--- config.mk ---
export PLATFORM = sky130hd
export DESIGN_NAME = tmrc_timer
export DESIGN_NICKNAME = d
export VERILOG_FILES = /design/src/verilog/tmrc_pkg.sv /design/src/verilog/tmrc_timer.sv /design/src/verilog/tmrc_tick_gen.sv
export SDC_FILE = /design/constraint.sdc
export NUM_CORES = 1
export LEC_CHECK = 0
export BUFFER_PORTS_ARGS = -buffer_cell sky130_fd_sc_hd__buf_2
export CAP_MARGIN = 20
export CORE_ASPECT_RATIO = 2
export CORE_MARGIN = 2
export CORE_UTILIZATION = 30
export DETAILED_ROUTE_END_ITERATION = 16
export GPL_TIMING_DRIVEN = 0
export HOLD_SLACK_MARGIN = 0.02
export PLACE_DENSITY = 0.63
export SLEW_MARGIN = 20
export SYNTH_ARGS = -nofsm -noshare
export SYNTH_HDL_FRONTEND = slang
export SYNTH_HIERARCHICAL = 1
export SYNTH_SLANG_ARGS = --single-unit
--- constraint.sdc ---
create_clock -name ref_clk -period 2.57 [get_ports ref_clk]
set_input_delay 0.6425 -clock ref_clk [delete_from_list [all_inputs] [get_ports ref_clk]]
set_output_delay 0.6425 -clock ref_clk [all_outputs]
set_load 0.005 [all_outputs]
--- src/verilog/tmrc_pkg.sv ---
package tmrc_pkg;
  localparam logic [7:0] TMRC_BOTTOM      = 8'h00;
  localparam logic [7:0] TMRC_MAX         = 8'hFF;
  localparam logic [7:0] TMRC_OFS_CTRL_A  = 8'h00;
  localparam logic [7:0] TMRC_OFS_COUNT   = 8'h04;
  localparam logic [7:0] TMRC_OFS_COMPARE = 8'h08;
  localparam logic [7:0] TMRC_OFS_FLAG    = 8'h0C;
  localparam logic [7:0] TMRC_OFS_MASK    = 8'h10;
  localparam logic [7:0] TMRC_OFS_ASYNC   = 8'h14;
  localparam logic [7:0] TMRC_OFS_FORCE   = 8'h18;
  localparam int TMRC_CS_LSB   = 0;
  localparam int TMRC_WGM_LSB  = 3;
  localparam int TMRC_COM_LSB  = 5;
  localparam int TMRC_OVF_BIT  = 0;
  localparam int TMRC_MAT_BIT  = 1;
  localparam int TMRC_FOC_BIT  = 0;
  localparam int TMRC_AS_BIT   = 0;
  localparam logic [1:0] TMRC_WGM_NORMAL = 2'h0;
  localparam logic [1:0] TMRC_WGM_PCPWM  = 2'h1;
  localparam logic [1:0] TMRC_WGM_CTC    = 2'h2;
  localparam logic [1:0] TMRC_WGM_FAST   = 2'h3;
  localparam logic [1:0] TMRC_COM_NONE   = 2'h0;
  localparam logic [1:0] TMRC_COM_TOGGLE = 2'h1;
  localparam logic [1:0] TMRC_COM_CLEAR  = 2'h2;
  localparam logic [1:0] TMRC_COM_SET    = 2'h3;
  localparam logic [2:0] TMRC_CS_STOP    = 3'h0;
  localparam logic [1:0] TMRC_HTRANS_NONSEQ = 2'h2;
  typedef enum logic [1:0] {
    TMRC_UP   = 2'b01,
    TMRC_DOWN = 2'b10
  } tmrc_dir_t;
endpackage : tmrc_pkg

--- src/verilog/tmrc_timer.sv ---
`timescale 1ns/10ps
`default_nettype none
module tmrc_timer
  import tmrc_pkg::*;
(
  input  wire logic        ref_clk,
  input  wire logic        rstn,
  input  wire logic        hsel,
  input  wire logic [31:0] haddr,
  input  wire logic [1:0]  htrans,
  input  wire logic        hwrite,
  input  wire logic [2:0]  hsize,
  input  wire logic [31:0] hwdata,
  input  wire logic        hready,
  output logic [31:0]      hrdata,
  output logic             hreadyout,
  output logic             hresp,
  input  wire logic        osc_pin_a,
  input  wire logic        ovf_irq_ack,
  input  wire logic        match_irq_ack,
  output logic             ovf_irq,
  output logic             match_irq,
  output logic             compare_output
);
  logic       aph_ff;
  logic       wr_ff;
  logic [7:0] adr_ff;
  logic [7:0] ctrl_a_ff;
  logic [7:0] count_value_ff;
  logic [7:0] compare_value_ff;
  logic [7:0] cmp_buf_ff;
  logic [1:0] flag_ff;
  logic [1:0] irq_mask_ff;
  logic       async_ff;
  logic       block_ff;
  logic       match_ff;
  logic       compare_output_ff;
  tmrc_dir_t  dir_ff;
  logic [7:0] nxt_count;
  logic [7:0] nxt_compare;
  logic [7:0] nxt_buf;
  logic [1:0] nxt_flag;
  tmrc_dir_t  nxt_dir;
  logic       nxt_oc;
  logic [7:0] wdat;
  logic       timer_tick;
  logic [2:0] clock_select_field;
  logic [1:0] wave_mode_field;
  logic [1:0] output_action_field;
  logic       is_pwm;
  logic       wr_ctrl;
  logic       wr_cnt;
  logic       wr_cmp;
  logic       wr_flag;
  logic       wr_mask;
  logic       wr_async;
  logic       force_match_strobe;
  logic       at_top;
  logic       at_bottom;
  logic       at_max;
  logic       eq;
  logic       hit;
  logic       ovf_set;
  logic [7:0] top_val;
  logic [7:0] rd_mux;
  logic       mapped;

  assign clock_select_field  = ctrl_a_ff[TMRC_CS_LSB +: 3];
  assign wave_mode_field     = ctrl_a_ff[TMRC_WGM_LSB +: 2];
  assign output_action_field = ctrl_a_ff[TMRC_COM_LSB +: 2];
  assign is_pwm = wave_mode_field == TMRC_WGM_PCPWM ||
                  wave_mode_field == TMRC_WGM_FAST;

  tmrc_tick_gen u_tick (
    .ref_clk            (ref_clk),
    .rstn               (rstn),
    .clock_select_field (clock_select_field),
    .async_clock_select (async_ff),
    .osc_pin_a          (osc_pin_a),
    .timer_tick         (timer_tick)
  );

  // ahb-lite slave, zero wait states
  assign hreadyout = 1'b1;
  assign hresp     = 1'b0;

  always_ff @(posedge ref_clk or negedge rstn)
  begin
    if (!rstn)
    begin
      aph_ff <= 1'b0;
      wr_ff  <= 1'b0;
      adr_ff <= 8'h00;
    end
    else if (hready)
    begin
      aph_ff <= hsel && htrans[1];
      wr_ff  <= hwrite;
      adr_ff <= haddr[7:0];
    end
  end

  assign wdat     = hwdata[7:0];
  assign wr_ctrl  = aph_ff && wr_ff && adr_ff == TMRC_OFS_CTRL_A;
  assign wr_cnt   = aph_ff && wr_ff && adr_ff == TMRC_OFS_COUNT;
  assign wr_cmp   = aph_ff && wr_ff && adr_ff == TMRC_OFS_COMPARE;
  assign wr_flag  = aph_ff && wr_ff && adr_ff == TMRC_OFS_FLAG;
  assign wr_mask  = aph_ff && wr_ff && adr_ff == TMRC_OFS_MASK;
  assign wr_async = aph_ff && wr_ff && adr_ff == TMRC_OFS_ASYNC;
  assign force_match_strobe = aph_ff && wr_ff && adr_ff == TMRC_OFS_FORCE &&
                              wdat[TMRC_FOC_BIT] && !is_pwm;
  assign mapped = adr_ff == TMRC_OFS_CTRL_A || adr_ff == TMRC_OFS_COUNT ||
                  adr_ff == TMRC_OFS_COMPARE || adr_ff == TMRC_OFS_FLAG ||
                  adr_ff == TMRC_OFS_MASK || adr_ff == TMRC_OFS_ASYNC;

  always_comb
  begin
    case (adr_ff)
      TMRC_OFS_CTRL_A:  rd_mux = ctrl_a_ff;
      TMRC_OFS_COUNT:   rd_mux = count_value_ff;
      TMRC_OFS_COMPARE: rd_mux = is_pwm ? cmp_buf_ff : compare_value_ff;
      TMRC_OFS_FLAG:    rd_mux = {6'h00, flag_ff};
      TMRC_OFS_MASK:    rd_mux = {6'h00, irq_mask_ff};
      TMRC_OFS_ASYNC:   rd_mux = {7'h00, async_ff};
      default:          rd_mux = 8'h00;
    endcase
  end
  assign hrdata = (aph_ff && !wr_ff && mapped) ? {24'h000000, rd_mux} : 32'h0;

  // counter sequence
  assign top_val   = (wave_mode_field == TMRC_WGM_CTC) ? compare_value_ff
                                                       : TMRC_MAX;
  assign at_max    = count_value_ff == TMRC_MAX;
  assign at_bottom = count_value_ff == TMRC_BOTTOM;
  assign at_top    = count_value_ff == top_val;
  assign eq        = count_value_ff == compare_value_ff;
  assign hit       = timer_tick && eq && !block_ff;

  always_comb
  begin
    nxt_count = count_value_ff;
    nxt_dir   = dir_ff;
    if (wr_cnt)
      nxt_count = wdat;
    else if (timer_tick)
    begin
      case (wave_mode_field)
        TMRC_WGM_CTC:
          nxt_count = hit ? TMRC_BOTTOM : count_value_ff + 8'h01;
        TMRC_WGM_PCPWM:
        begin
          if (dir_ff == TMRC_UP && at_max)
          begin
            nxt_dir   = TMRC_DOWN;
            nxt_count = count_value_ff - 8'h01;
          end
          else if (dir_ff == TMRC_DOWN && at_bottom)
          begin
            nxt_dir   = TMRC_UP;
            nxt_count = count_value_ff + 8'h01;
          end
          else if (dir_ff == TMRC_DOWN)
            nxt_count = count_value_ff - 8'h01;
          else
            nxt_count = count_value_ff + 8'h01;
        end
        default:
          nxt_count = count_value_ff + 8'h01;
      endcase
    end
  end

  // overflow: wrap through max, or bottom turn in phase correct
  assign ovf_set = timer_tick && !wr_cnt &&
                   ((wave_mode_field == TMRC_WGM_PCPWM) ?
                    (dir_ff == TMRC_DOWN && at_bottom) : at_max);

  // compare register and buffer
  always_comb
  begin
    nxt_buf     = cmp_buf_ff;
    nxt_compare = compare_value_ff;
    if (wr_cmp && is_pwm)
      nxt_buf = wdat;
    else if (wr_cmp)
    begin
      nxt_compare = wdat;
      nxt_buf     = wdat;
    end
    if (is_pwm && timer_tick &&
        ((wave_mode_field == TMRC_WGM_FAST && at_max) ||
         (wave_mode_field == TMRC_WGM_PCPWM && dir_ff == TMRC_UP && at_max)))
      nxt_compare = cmp_buf_ff;
  end

  // flags: set wins over clear
  always_comb
  begin
    nxt_flag = flag_ff;
    if (wr_flag)
      nxt_flag = flag_ff & ~wdat[1:0];
    if (ovf_irq_ack)
      nxt_flag[TMRC_OVF_BIT] = 1'b0;
    if (match_irq_ack)
      nxt_flag[TMRC_MAT_BIT] = 1'b0;
    if (ovf_set)
      nxt_flag[TMRC_OVF_BIT] = 1'b1;
    if (match_ff)
      nxt_flag[TMRC_MAT_BIT] = 1'b1;
  end

  // waveform output
  always_comb
  begin
    nxt_oc = compare_output_ff;
    case (wave_mode_field)
      TMRC_WGM_FAST:
      begin
        if (output_action_field == TMRC_COM_CLEAR)
        begin
          if (hit) nxt_oc = 1'b0;
          else if (timer_tick && at_max) nxt_oc = 1'b1;
        end
        else if (output_action_field == TMRC_COM_SET)
        begin
          if (hit) nxt_oc = 1'b1;
          else if (timer_tick && at_max) nxt_oc = 1'b0;
        end
      end
      TMRC_WGM_PCPWM:
      begin
        if (hit && output_action_field == TMRC_COM_CLEAR)
          nxt_oc = dir_ff == TMRC_DOWN;
        else if (hit && output_action_field == TMRC_COM_SET)
          nxt_oc = dir_ff == TMRC_UP;
      end
      default:
      begin
        if (hit || force_match_strobe)
        begin
          case (output_action_field)
            TMRC_COM_TOGGLE: nxt_oc = ~compare_output_ff;
            TMRC_COM_CLEAR:  nxt_oc = 1'b0;
            TMRC_COM_SET:    nxt_oc = 1'b1;
            default:         nxt_oc = compare_output_ff;
          endcase
        end
      end
    endcase
  end

  always_ff @(posedge ref_clk or negedge rstn)
  begin
    if (!rstn)
    begin
      ctrl_a_ff         <= 8'h00;
      count_value_ff    <= TMRC_BOTTOM;
      compare_value_ff  <= 8'h00;
      cmp_buf_ff        <= 8'h00;
      flag_ff           <= 2'h0;
      irq_mask_ff       <= 2'h0;
      async_ff          <= 1'b0;
      block_ff          <= 1'b0;
      match_ff          <= 1'b0;
      compare_output_ff <= 1'b0;
      dir_ff            <= TMRC_UP;
    end
    else
    begin
      if (wr_ctrl)
        ctrl_a_ff <= wdat;
      if (wr_mask)
        irq_mask_ff <= wdat[1:0];
      if (wr_async)
        async_ff <= wdat[TMRC_AS_BIT];
      count_value_ff    <= nxt_count;
      compare_value_ff  <= nxt_compare;
      cmp_buf_ff        <= nxt_buf;
      flag_ff           <= nxt_flag;
      dir_ff            <= nxt_dir;
      compare_output_ff <= nxt_oc;
      // write blocks match until next tick passes
      if (wr_cnt)
        block_ff <= 1'b1;
      else if (timer_tick)
        block_ff <= 1'b0;
      match_ff <= hit;
    end
  end

  assign ovf_irq   = flag_ff[TMRC_OVF_BIT] & irq_mask_ff[TMRC_OVF_BIT];
  assign match_irq = flag_ff[TMRC_MAT_BIT] & irq_mask_ff[TMRC_MAT_BIT];
  assign compare_output = compare_output_ff;

  a_match_flag_set: assert property (@(posedge ref_clk) disable iff (!rstn)
    hit |=> match_ff ##1 flag_ff[TMRC_MAT_BIT])
    else $error("match flag not set after match");
  a_stop_holds: assert property (@(posedge ref_clk) disable iff (!rstn)
    (clock_select_field == TMRC_CS_STOP && !wr_cnt) |=>
      count_value_ff == $past(count_value_ff))
    else $error("counter moved while stopped");
  a_cpu_write_wins: assert property (@(posedge ref_clk) disable iff (!rstn)
    wr_cnt |=> count_value_ff == $past(wdat))
    else $error("cpu write lost");
  a_write_blocks: assert property (@(posedge ref_clk) disable iff (!rstn)
    (block_ff && timer_tick && !wr_cnt) |=>
      !match_ff && !block_ff)
    else $error("match not blocked");
  a_match_irq_gate: assert property (@(posedge ref_clk) disable iff (!rstn)
    (match_ff && irq_mask_ff[TMRC_MAT_BIT] && !wr_mask) |=>
      match_irq)
    else $error("match irq not raised");
  a_ctc_clear: assert property (@(posedge ref_clk) disable iff (!rstn)
    (wave_mode_field == TMRC_WGM_CTC && hit && !wr_cnt) |=>
      count_value_ff == TMRC_BOTTOM)
    else $error("ctc did not clear");
  a_normal_ovf: assert property (@(posedge ref_clk) disable iff (!rstn)
    (wave_mode_field == TMRC_WGM_NORMAL && timer_tick && at_max && !wr_cnt)
      |=> count_value_ff == TMRC_BOTTOM && flag_ff[TMRC_OVF_BIT])
    else $error("normal wrap or overflow wrong");
  a_force_no_flag: assert property (@(posedge ref_clk) disable iff (!rstn)
    (force_match_strobe && !hit && !match_ff && !flag_ff[TMRC_MAT_BIT])
      |=> !flag_ff[TMRC_MAT_BIT])
    else $error("force set match flag");
  a_nopwm_direct: assert property (@(posedge ref_clk) disable iff (!rstn)
    (wr_cmp && !is_pwm) |=> compare_value_ff == $past(wdat))
    else $error("compare not written directly");
  a_com_zero_keep: assert property (@(posedge ref_clk) disable iff (!rstn)
    (output_action_field == TMRC_COM_NONE && !wr_ctrl) |=>
      $stable(compare_output_ff))
    else $error("output changed with action zero");

  c_ctc_match: cover property (@(posedge ref_clk) disable iff (!rstn)
    wave_mode_field == TMRC_WGM_CTC && hit);
  c_fast_reload: cover property (@(posedge ref_clk) disable iff (!rstn)
    wave_mode_field == TMRC_WGM_FAST && timer_tick && at_max);
  c_force: cover property (@(posedge ref_clk) disable iff (!rstn)
    force_match_strobe);
  c_overflow: cover property (@(posedge ref_clk) disable iff (!rstn)
    ovf_set);
endmodule : tmrc_timer
`default_nettype wire

--- src/verilog/tmrc_tick_gen.sv ---
`timescale 1ns/10ps
`default_nettype none
// selects source and divides it into one-cycle timer ticks
module tmrc_tick_gen
  import tmrc_pkg::*;
(
  input  wire logic       ref_clk,
  input  wire logic       rstn,
  input  wire logic [2:0] clock_select_field,
  input  wire logic       async_clock_select,
  input  wire logic       osc_pin_a,
  output logic            timer_tick
);
  logic       osc_s1_ff;
  logic       osc_s2_ff;
  logic       osc_s3_ff;
  logic [9:0] pre_ff;
  logic       src_tick;
  logic       sel_bit;
  logic       prev_ff;
  logic [9:0] nxt_pre;

  // oscillator edge, sync first stage read only by second
  always_ff @(posedge ref_clk or negedge rstn)
  begin
    if (!rstn)
    begin
      osc_s1_ff <= 1'b0;
      osc_s2_ff <= 1'b0;
      osc_s3_ff <= 1'b0;
    end
    else
    begin
      osc_s1_ff <= osc_pin_a;
      osc_s2_ff <= osc_s1_ff;
      osc_s3_ff <= osc_s2_ff;
    end
  end

  assign src_tick = async_clock_select ? (osc_s2_ff & ~osc_s3_ff) : 1'b1;
  assign nxt_pre  = src_tick ? pre_ff + 10'h001 : pre_ff;

  always_ff @(posedge ref_clk or negedge rstn)
  begin
    if (!rstn)
      pre_ff <= 10'h000;
    else
      pre_ff <= nxt_pre;
  end

  always_comb
  begin
    case (clock_select_field)
      3'h2:    sel_bit = pre_ff[2];
      3'h3:    sel_bit = pre_ff[4];
      3'h4:    sel_bit = pre_ff[5];
      3'h5:    sel_bit = pre_ff[6];
      3'h6:    sel_bit = pre_ff[7];
      3'h7:    sel_bit = pre_ff[9];
      default: sel_bit = 1'b0;
    endcase
  end

  always_ff @(posedge ref_clk or negedge rstn)
  begin
    if (!rstn)
      prev_ff <= 1'b0;
    else
      prev_ff <= sel_bit;
  end

  // stopped when select is zero
  assign timer_tick = (clock_select_field == TMRC_CS_STOP) ? 1'b0 :
                      (clock_select_field == 3'h1) ? src_tick :
                      (sel_bit & ~prev_ff);
endmodule : tmrc_tick_gen
`default_nettype wire

==> metrics, run 1 <==
multi-input logic area 2515 sq um; slew margin rel. 56.44%; failing checks negative setup slack; final WL 12220 um; CP max stage cell or4b_4; final antenna-violating net count 0; DR vias 3549; WL met2 7080 um; sequence of cells on the critical path or4b_4 > or3_4 > nor3_4 > buf_12 > and2_4 > buf_6; clock latency at the later pin of the worst-skew pair 0.34 ns; hold_buf cts 0; delay-heaviest family, CP simple AND/OR/NAND/NOR gates; PnR worst setup slack -0.2348 ns; initial antenna violation count 0; Final setup viols 30; PortBufs 35; die width 87.98 um; Fin. Hold Viols 0; post-synth cell types 60; clock transition at the registers of the reported paths 0.06 ns; die footprint 15130 sq um; GR Overflow Total 0; post-place instance area 4787 sq um; H-tree levels 3; max layer used met4; CTS tree done; syn avg cell area 9.750 sq um; CP peak stage delay 0.55 ns; Worst Setup Start Kind flip-flop; WL met1 3892 um; worst vdd rail ir drop 0.4201 mV; FF+latch area 1658 sq um; Final #Nets 615; Hold Crit Class input port to async pin; layout cell share with drive strength beyond 1 37.57%; Max Cap Viol 0; n_diodes 0; status finished, violations left; RSZ-0062 raised after global routing true; fin. max-slew vios 0; CP max FO 6; Setup TNS Final -3.866 ns; vias in the first global route 3751; total CTS buffers 9; FMAX 0.3565 GHz; All-Layer GR Usage 17.10%; WP buf/inv 2; Syn Std Cell Area 4232 sq um; crit path kind flip-flop to output port; Rows 61; core box area 13810 sq um; worst-case clock buffer depth 2; DRC errors left 0; Lkg Pwr 2.498 nW; initial cell density of the core 30.63%; die height 172.0 um; Seq cells post-synth 66; DRT Pass-1 Iters 4; routability congestion estimate 0.9725; via/cell ratio 4.902; routed wl met3 351 um; Arr. time, crit path 2.16 ns; first-pass GRT wire length 19320 um; drt wl/cell 16.87 um; CP endpoint kind output port; Power Dens Cells 738.6 nW/um^2; Filler cells 1359; # IOs 114; period utilization 109.1%; share of the yosys chip area belonging to registers 39.06%; Root Buffer clkbuf_16; clk_skew 0.005602 ns; area delta synth->final 33.23%; Least-Margin Pin Slew 0.6534 ns; cell area after layout 5638 sq um; Top FF cell, synth dfrtp_1; Post-synth EDFFs 0; DR iter-0 viols 279; Clock Sinks 66; critical path required time 1.93 ns; Synth Instances 434; Synth async-reset ratio 100.0%; hpwl dp 9044 um; Tmin final 2.805 ns; synth warn 6; largest net degree at the start of global routing 49
## path summary, 6_finish.rpt
| kind | startpoint | endpoint | slack [ns] | depth (start not counted) |
|---|---|---|---|---|
| setup / recovery | adr_ff[5]$_DFFE_PN0P_ | hrdata[6] | -0.23 | 6 |
| hold / removal | rstn | u_tick/pre_ff[0]$_DFFE_PN0P_ | 0.18 | 1 |
| setup reg to reg | adr_ff[5]$_DFFE_PN0P_ | compare_value_ff[6]$_DFFE_PN0P_ | -0.22 | 9 |
| hold reg to reg | u_tick/osc_s1_ff$_DFF_PN0_ | u_tick/osc_s2_ff$_DFF_PN0_ | 0.36 | 0 |
| max in group asynchronous | rstn | ctrl_a_ff[4]$_DFFE_PN0P_ | 1.83 | 2 |
| min in group ref_clk | u_tick/osc_s1_ff$_DFF_PN0_ | u_tick/osc_s2_ff$_DFF_PN0_ | 0.36 | 0 |
## worst reg2reg max path, cell delays in order, from the launching register on
cell	delay [ns]
dfrtp_1	0.38
or4b_4	0.55
buf_4	0.16
or4b_4	0.49
or3_4	0.38
buf_6	0.14
o31ai_4	0.29
buf_6	0.18
nor2_1	0.04
a21oi_1	0.10
## cells in the mapped netlist, drive strengths merged (3+ instances only)
| master | number | area, sq um |
|---|---|---|
| a31oi | 4 | 25.02 |
| a21oi | 20 | 100.1 |
| a2111oi | 5 | 81.33 |
| or3 | 5 | 36.28 |
| dfrtp | 65 | 1627 |
| mux2 | 28 | 315.3 |
| nand4 | 4 | 25.02 |
| xor2 | 20 | 175.2 |
| o21ai | 18 | 90.09 |
| xnor2 | 4 | 35.03 |
| ha | 8 | 100.1 |
| or2 | 3 | 18.77 |
| a211oi | 5 | 37.54 |
| and2 | 10 | 62.56 |
| nor2 | 30 | 112.6 |
| a211o | 3 | 26.28 |
| inv | 21 | 78.83 |
| mux2i | 28 | 280.3 |
| nand2 | 21 | 78.83 |
| nand2b | 4 | 32.53 |
| nor3 | 10 | 61.31 |
| nor4 | 3 | 18.77 |
| nor2b | 5 | 31.28 |
| o22ai | 8 | 50.05 |
| nand3 | 14 | 70.07 |
| buf | 34 | 250.2 |
| clkbuf | 18 | 67.56 |
## cells by family (layout without fill, tap and decap cells)
group,Yosys count,count (layout),synth area share (%)
mux,57,57,14.61
compound gates,85,85,14.37
flops,66,66,39.06
xor+xnor,24,24,4.967
simple gates,119,119,15.08
other cells,2,26,0.1775
fa+ha+maj,8,8,2.366
buf+inv,73,150,9.373
## metal layers
metal,track usage [%],vias up
met1,15.39,1711
met3,2.196,53
met4,13.18,0
li1,-,1679
met5,0,-
met2,32.74,106
## cell usage in the layout (no fill, tap or decap), types with 4 or more instances in the layout
cell type / synthesis / routed
ha_1: 8 / 5
xnor2_1: 4 / 4
nor3_1: 9 / 6
inv_1: 21 / 18
dfrtp_1: 65 / 61
mux2_2: 28 / 27
mux2i_1: 28 / 27
xor2_1: 20 / 20
buf_6: 2 / 13
clkbuf_2: 0 / 4
a211oi_1: 5 / 4
o21ai_1: 0 / 6
and2_1: 10 / 4
dfrtp_2: 0 / 4
clkbuf_1: 18 / 10
buf_4: 27 / 50
and2_4: 0 / 6
a31oi_1: 4 / 4
clkbuf_16: 0 / 9
nand2_1: 21 / 20
nor2b_1: 5 / 5
conb_1: 2 / 26
nand4_1: 4 / 4
o22ai_1: 8 / 8
a21oi_1: 20 / 20
buf_2: 5 / 31
o21ai_0: 18 / 12
nand3_1: 14 / 13
nor2_1: 30 / 28
## through the flow
| stage | total power [mW] | instances | util (%) | worst slack (ns) | hold slack (ns) |
|---|---|---|---|---|---|
| floorplan | 2.265 | 458 | - | 0.02255 | 0.3312 |
| global placement | 2.594 | 682 | 34.44 | -0.6235 | 0.3318 |
| detailed placement | 2.645 | 683 | 34.65 | -0.6337 | 0.3396 |
| CTS | 4.127 | 719 | 40.05 | -0.2864 | 0.1934 |
| global route | 4.384 | 724 | 40.81 | -0.2990 | 0.2065 |
| finish | 4.164 | 724 | 40.81 | -0.2348 | 0.1849 |
## repair_timing
| item | 4_1_cts | 5_1_grt |
|---|---|---|
| pin swaps | 15 | 18 |
| setup endpoints to repair | 19 | 36 |
| buffers inserted | 23 | 6 |
| resized for setup | 63 | 23 |
| cloned | 0 | 1 |
## power breakdown
part	internal [mW]	switching [mW]	leakage, nW
clock network	0.809	0.485	0.153
logic	0.622	0.847	1.59
registers	1.21	0.191	0.753
total	2.64	1.52	2.50
## registers in the layout, summed over array words and instances, names as in the netlist, 2 cells and up
| name | count |
|---|---|
| dir_ff | 2 |
| cmp_buf_ff | 8 |
| count_value_ff | 8 |
| flag_ff | 2 |
| compare_value_ff | 8 |
| ctrl_a_ff | 8 |
| adr_ff | 8 |
| irq_mask_ff | 2 |
| u_tick/pre_ff | 10 |
## area by class of cell
cell class,count,share of cell area (%)
buffer,47,5.615
clock buffer,11,4.483
clock inverter,5,1.065
inverter,21,1.576
multi-input combinational,319,44.61
sequential,66,29.41
tap,189,4.194
timing repair buffer,66,9.055
Power figures use the tool's default switching activity.
==> run 2: changes to the inputs <==
--- a/config.mk
+++ b/config.mk
@@ -14,6 +14,7 @@
 export GPL_TIMING_DRIVEN = 0
 export HOLD_SLACK_MARGIN = 0.02
 export PLACE_DENSITY = 0.63
+export SETUP_SLACK_MARGIN = 0.15
 export SLEW_MARGIN = 20
 export SYNTH_ARGS = -nofsm -noshare
 export SYNTH_HDL_FRONTEND = slang
==> metrics, run 2 (same netlist as run 1, synthesis figures left out) <==
die footprint 15130 sq um (unchanged); R2R setup slack -0.24 ns (was -0.22 ns); Worst Setup Start Kind flip-flop (unchanged); area delta synth->final 33.15% (was 33.23%); failing checks negative setup slack (unchanged); DRC errors left 0 (unchanged); commonest non-fill, non-tap cell in the layout dfrtp_1 (unchanged); layout cell share with drive strength beyond 1 37.15% (was 37.57%); crit path kind flip-flop to output port (unchanged); period utilization 110.5% (was 109.1%); largest net degree at the start of global routing 51 (was 49); hpwl dp 9384 um (was 9044 um); status finished, violations left (unchanged); CP peak stage delay 0.46 ns (was 0.55 ns); clock transition at the registers of the reported paths 0.06 ns (about the same); CP max stage cell dfrtp_2 (was or4b_4); most frequent cells in the layout 62 x dfrtp_1, 42 x buf_4, 31 x buf_2 (was 61 x dfrtp_1, 50 x buf_4, 31 x buf_2); Clock Sinks 66 (unchanged); Largest Register u_tick/pre_ff (unchanged); post-place instance area 4828 sq um (was 4787 sq um); PortBufs 35 (unchanged); n_diodes 0 (unchanged); Lkg Pwr 2.499 nW (was 2.498 nW); DR iter-0 viols 171 (was 279); fin. max-slew vios 0 (unchanged); Final #Nets 613 (was 615); via/cell ratio 5.087 (was 4.902); PnR worst setup slack -0.2691 ns (was -0.2348 ns); Design Power 4.168 mW (was 4.164 mW); drt wl/cell 17.78 um (was 16.87 um); r2r startpoint adr_ff[5]$_DFFE_PN0P_ (unchanged); DRT Pass-1 Iters 4 (unchanged); clk_skew 0.007484 ns (was 0.005602 ns); cell area after layout 5634 sq um (was 5638 sq um); Power Dens Cells 739.7 nW/um^2 (was 738.6 nW/um^2); total CTS buffers 9 (unchanged); die height 172.0 um (unchanged); Tmin final 2.839 ns (was 2.805 ns); Filler cells 1336 (was 1359); die width 87.98 um (unchanged); CP endpoint kind output port (unchanged); WP buf/inv 3 (was 2); Final setup viols 31 (was 30); Largest register FFs 10 (unchanged); hold_buf cts 0 (unchanged); vias in the first global route 3710 (was 3751); final WL 12840 um (was 12220 um); GR Overflow Total 0 (unchanged); delay-heaviest family, CP flip-flops (was simple AND/OR/NAND/NOR gates); Root Buffer clkbuf_16 (unchanged); RSZ-0062 raised after global routing true (unchanged); clock latency at the later pin of the worst-skew pair 0.34 ns (about the same); final antenna-violating net count 0 (unchanged); worst slack, placed -0.5448 ns (was -0.6337 ns); worst-case clock buffer depth 2 (unchanged); Fin. Hold Viols 0 (unchanged); CP max FO 5 (was 6); initial cell density of the core 30.63% (unchanged); slew margin rel. 60.33% (was 56.44%); worst vdd rail ir drop 0.3554 mV (was 0.4201 mV); FMAX 0.3522 GHz (was 0.3565 GHz); Hold Crit Class input port to async pin (unchanged); CP startpoint ctrl_a_ff[3]$_DFFE_PN0P_ (was adr_ff[5]$_DFFE_PN0P_); initial antenna violation count 0 (unchanged); DR vias 3673 (was 3549); H-tree levels 3 (unchanged); Rows 61 (unchanged); Arr. time, crit path 2.20 ns (was 2.16 ns); reg2reg end compare_value_ff[3]$_DFFE_PN0P_ (was compare_value_ff[6]$_DFFE_PN0P_); core box area 13810 sq um (unchanged); sequence of cells on the critical path ha_2 > clkbuf_8 > nor2_4 > buf_12 > mux2i_2 > o22ai_1 > and2_4 > buf_6 (was or4b_4 > or3_4 > nor3_4 > buf_12 > and2_4 > buf_6); Max Cap Viol 0 (unchanged); critical path required time 1.93 ns (about the same); r2r worst-path depth 8 (was 9); first-pass GRT wire length 19380 um (was 19320 um); All-Layer GR Usage 17.39% (was 17.10%); CTS tree done (unchanged); # IOs 114 (unchanged); Least-Margin Pin Slew 0.5950 ns (was 0.6534 ns); routability congestion estimate 0.9419 (was 0.9725)
[run 2: cell count changes in the layout (fill, tap and decap cells not counted), moves of 3 or more]
cell     delta
nor2_2      +3
buf_12      +3
o21ai_1     -3
buf_4       -8
o21ai_0     +3
[run 2: routing by layer]
metal  GRT usage, %  vias to the layer above  share of wire (%)
li1               -                     1673                  -
met1          14.78                     1810                 31
met2          33.50                      141                 59
met3          2.196                       49                3.6
met4          14.98                        0                6.9
met5              0                        -                  0
[run 2: worst max path at each step]
stage               cells after the start                              end  slack [ns]
floorplan                               7  compare_value_ff[2]$_DFFE_PN0P_        0.13
global placement                        5                        hrdata[7]       -0.50
detailed placement                      5                        hrdata[4]       -0.54
CTS                                     6                        hrdata[2]       -0.29
global route                            8                        hrdata[0]       -0.32
finish                                  8                        hrdata[3]       -0.27
[run 2: final cells by class]
type / instances / area (sq um) / share of cell area (%)
Clock buffer: 9 / 225.2 / 3.997
Timing Repair Buffer: 59 / 475.5 / 8.439
Tap cell: 189 / 236.5 / 4.197
Clock inverter: 7 / 93.84 / 1.666
Inverter: 21 / 88.84 / 1.577
Multi-Input combinational cell: 319 / 2484 / 44.08
Buffer: 52 / 374.1 / 6.640
Sequential cell: 66 / 1657 / 29.40
[run 2: power breakdown]
part	switching, mW	leakage [nW]	internal [mW]
logic	0.853	1.59	0.611
registers	0.164	0.754	1.21
clock network	0.483	0.151	0.847
[run 2: through the flow]
| stage | hold slack [ns] | TNS [ns] | cells | util, % |
|---|---|---|---|---|
| 2_1_floorplan | 0.3312 | 0 | 458 | - |
| 3_3_place_gp | 0.3365 | -5.244 | 682 | 34.73 |
| 3_5_place_dp | 0.3491 | -5.882 | 683 | 34.95 |
| 4_1_cts | 0.1757 | -3.793 | 715 | 39.96 |
| 5_1_grt | 0.1906 | -6.481 | 722 | 40.78 |
| 6_report | 0.1795 | -4.327 | 722 | 40.78 |
[run 2: worst register-to-register path, stage by stage, from the launching register on]
cell and delay, ns:
dfrtp_1 0.37, or4b_4 0.55, buf_4 0.15, or4b_4 0.50, or3_4 0.39, buf_12 0.15
nor3_4 0.25, mux2i_1 0.24, a21oi_1 0.08
[run 2: repair_timing]
action | in CTS | in global routing
buffers inserted | 15 | 7
setup endpoints to repair | 32 | 36
gates resized for setup | 57 | 15
pin swaps | 15 | 13
hold endpoints to repair | 0 | 0
gates cloned | 1 | 0
==> run 3: changes to the inputs <==
--- a/config.mk
+++ b/config.mk
@@ -8,7 +8,6 @@
 export BUFFER_PORTS_ARGS = -buffer_cell sky130_fd_sc_hd__buf_2
 export CAP_MARGIN = 20
 export CORE_ASPECT_RATIO = 2
-export CORE_MARGIN = 2
 export CORE_UTILIZATION = 30
 export DETAILED_ROUTE_END_ITERATION = 16
 export GPL_TIMING_DRIVEN = 0
==> metrics, run 3 (same netlist as run 1, synthesis figures left out) <==
layout cell share with drive strength beyond 1 38.43% (was 37.15%); die footprint 14610 sq um (was 15130 sq um); Power Dens Cells 731.8 nW/um^2 (was 739.7 nW/um^2); All-Layer GR Usage 18.17% (was 17.39%); Max Cap Viol 0 (unchanged); failing checks negative setup slack (unchanged); CP startpoint adr_ff[5]$_DFFE_PN0P_ (was ctrl_a_ff[3]$_DFFE_PN0P_); initial antenna violation count 0 (unchanged); WP depth 6 (was 8); Rows 61 (unchanged); critical path required time 1.93 ns (about the same); Arr. time, crit path 2.20 ns (about the same); hold_buf cts 0 (unchanged); die height 170.0 um (was 172.0 um); DR iter-0 viols 209 (was 171); slew margin rel. 60.43% (was 60.33%); Largest register FFs 10 (unchanged); status finished, violations left (unchanged); Filler cells 1294 (was 1336); die width 85.98 um (was 87.98 um); total CTS buffers 9 (unchanged); hpwl dp 9229 um (was 9384 um); DR vias 3608 (was 3673); r2r startpoint adr_ff[5]$_DFFE_PN0P_ (unchanged); first-pass GRT wire length 19810 um (was 19380 um); FMAX 0.3521 GHz (was 0.3522 GHz); r2r worst-path depth 8 (unchanged); Root Buffer clkbuf_16 (unchanged); H-tree levels 3 (unchanged); CP max stage cell or4b_4 (was dfrtp_2); DRT Pass-1 Iters 4 (unchanged); GR Overflow Total 0 (unchanged); Clock Sinks 66 (unchanged); PnR worst setup slack -0.2697 ns (was -0.2691 ns); commonest non-fill, non-tap cell in the layout dfrtp_1 (unchanged); crit path kind flip-flop to output port (unchanged); clock latency at the later pin of the worst-skew pair 0.34 ns (about the same); Final setup viols 23 (was 31); initial cell density of the core 30.63% (unchanged); CP endpoint kind output port (unchanged); Hold Crit Class input port to async pin (unchanged); clk_skew 0.009630 ns (was 0.007484 ns); via/cell ratio 4.977 (was 5.087); Fin. Hold Viols 0 (unchanged); Final #Nets 616 (was 613); CP peak stage delay 0.55 ns (was 0.46 ns); Largest Register u_tick/pre_ff (unchanged); n_diodes 0 (unchanged); WP buf/inv 2 (was 3); vias in the first global route 3766 (was 3710); drt wl/cell 17.48 um (was 17.78 um); worst-case clock buffer depth 2 (unchanged); CP endpoint hrdata[2] (was hrdata[3]); area delta synth->final 35.10% (was 33.15%); final WL 12670 um (was 12840 um); PortBufs 35 (unchanged); post-place instance area 4828 sq um (unchanged); cell area after layout 5717 sq um (was 5634 sq um); largest net degree at the start of global routing 56 (was 51); # IOs 114 (unchanged); Final Non-Filler Cells 725 (was 722); fin. max-slew vios 0 (unchanged); Worst Setup Start Kind flip-flop (unchanged); clock transition at the registers of the reported paths 0.06 ns (about the same); worst vdd rail ir drop 0.4000 mV (was 0.3554 mV); RSZ-0062 raised after global routing true (unchanged); CTS tree done (unchanged); DRC errors left 0 (unchanged); reg2reg end compare_value_ff[2]$_DFFE_PN0P_ (was compare_value_ff[3]$_DFFE_PN0P_); CP max FO 4 (was 5); final antenna-violating net count 0 (unchanged); R2R setup slack -0.18 ns (was -0.24 ns); Tmin final 2.840 ns (was 2.839 ns); Worst path most repeated cell buf_6; sequence of cells on the critical path or4b_4 > or3_4 > nor3_4 > buf_6 > and2_4 > buf_6 (was ha_2 > clkbuf_8 > nor2_4 > buf_12 > mux2i_2 > o22ai_1 > and2_4 > buf_6); routability congestion estimate 0.9028 (was 0.9419); Lkg Pwr 2.572 nW (was 2.499 nW); period utilization 110.5% (about the same); placed cells 683 (unchanged); Least-Margin Pin Slew 0.5935 ns (was 0.5950 ns); most frequent cells in the layout 63 x dfrtp_1, 44 x buf_4, 34 x buf_2 (was 62 x dfrtp_1, 42 x buf_4, 31 x buf_2); delay-heaviest family, CP simple AND/OR/NAND/NOR gates (was flip-flops); core box area 13810 sq um (unchanged)
## run 3: cell count changes in the layout (fill, tap and decap cells not counted), sizes merged
| cell | previous run | this run |
|---|---|---|
| inv | 21 | 23 |
| clkinv | 3 | 2 |
| clkinvlp | 2 | 1 |
| bufinv | 2 | 1 |
| buf | 93 | 97 |
| clkbuf | 27 | 26 |
| nand2 | 21 | 22 |
## run 3: how the worst min path moves through the flow
| stage | start | to | cells past startpoint |
|---|---|---|---|
| floorplan | u_tick/osc_s1_ff$_DFF_PN0_ | u_tick/osc_s2_ff$_DFF_PN0_ | 0 |
| global placement | u_tick/osc_s1_ff$_DFF_PN0_ | u_tick/osc_s2_ff$_DFF_PN0_ | 0 |
| detailed placement | u_tick/osc_s1_ff$_DFF_PN0_ | u_tick/osc_s2_ff$_DFF_PN0_ | 0 |
| CTS | rstn | adr_ff[7]$_DFFE_PN0P_ | 1 |
| global route | rstn | adr_ff[7]$_DFFE_PN0P_ | 1 |
| finish | rstn | adr_ff[7]$_DFFE_PN0P_ | 1 |
## run 3: where the power goes
group / switching (mW) / internal [mW] / leakage [nW]
Combinational: 0.876 / 0.638 / 1.67
Clock: 0.502 / 0.787 / 0.150
Sequential: 0.169 / 1.21 / 0.755
Total: 1.55 / 2.64 / 2.57
## run 3: worst register-to-register path, delay by kind of cell (launching register included)
| kind | cells | cell delay [ns] |
|---|---|---|
| AND/OR/NAND/NOR | 4 | 1.65 |
| flip-flops | 1 | 0.37 |
| buffers and inverters | 2 | 0.30 |
| multiplexers | 1 | 0.23 |
| AO/OA/AOI/OAI | 1 | 0.08 |
## run 3: routing by layer
layer | vias to the layer above | part of all wire [%] | track usage (%)
li1 | 1685 | - | -
met1 | 1741 | 32 | 16.83
met2 | 128 | 56 | 33.33
met3 | 54 | 3.9 | 3.346
met4 | 0 | 8.1 | 15.29
met5 | - | 0 | 0
## run 3: stage by stage
| step | util (%) | setup TNS [ns] | hold WS [ns] | power [mW] | setup WS [ns] |
|---|---|---|---|---|---|
| floorplan | - | 0 | 0.3312 | 2.290 | 0.1342 |
| global placement | 34.73 | -5.546 | 0.3319 | 2.600 | -0.5350 |
| detailed placement | 34.95 | -6.132 | 0.3355 | 2.647 | -0.5283 |
| CTS | 40.41 | -3.404 | 0.1377 | 4.146 | -0.3139 |
| global route | 41.38 | -5.559 | 0.1523 | 4.389 | -0.3403 |
| finish | 41.38 | -3.395 | 0.1400 | 4.183 | -0.2697 |
## run 3: layout make-up
| cell class | count | area [sq um] | area share, % |
|---|---|---|---|
| clock inverters | 6 | 72.57 | 1.269 |
| repair buffers | 61 | 471.7 | 8.251 |
| multi-input cells | 320 | 2574 | 45.02 |
| inverters | 21 | 88.84 | 1.554 |
| flip-flops and latches | 66 | 1655 | 28.96 |
| well taps | 189 | 236.5 | 4.137 |
| clock buffers | 10 | 239.0 | 4.180 |
| plain buffers | 52 | 379.1 | 6.632 |
## run 3: repair_timing
item / in CTS / in global routing
setup buffers: 20 / 4
resized for setup: 65 / 25
hold endpoints to repair: 0 / 0
gates cloned: 1 / 1
pin swaps: 15 / 9
setup endpoints to repair: 37 / 47
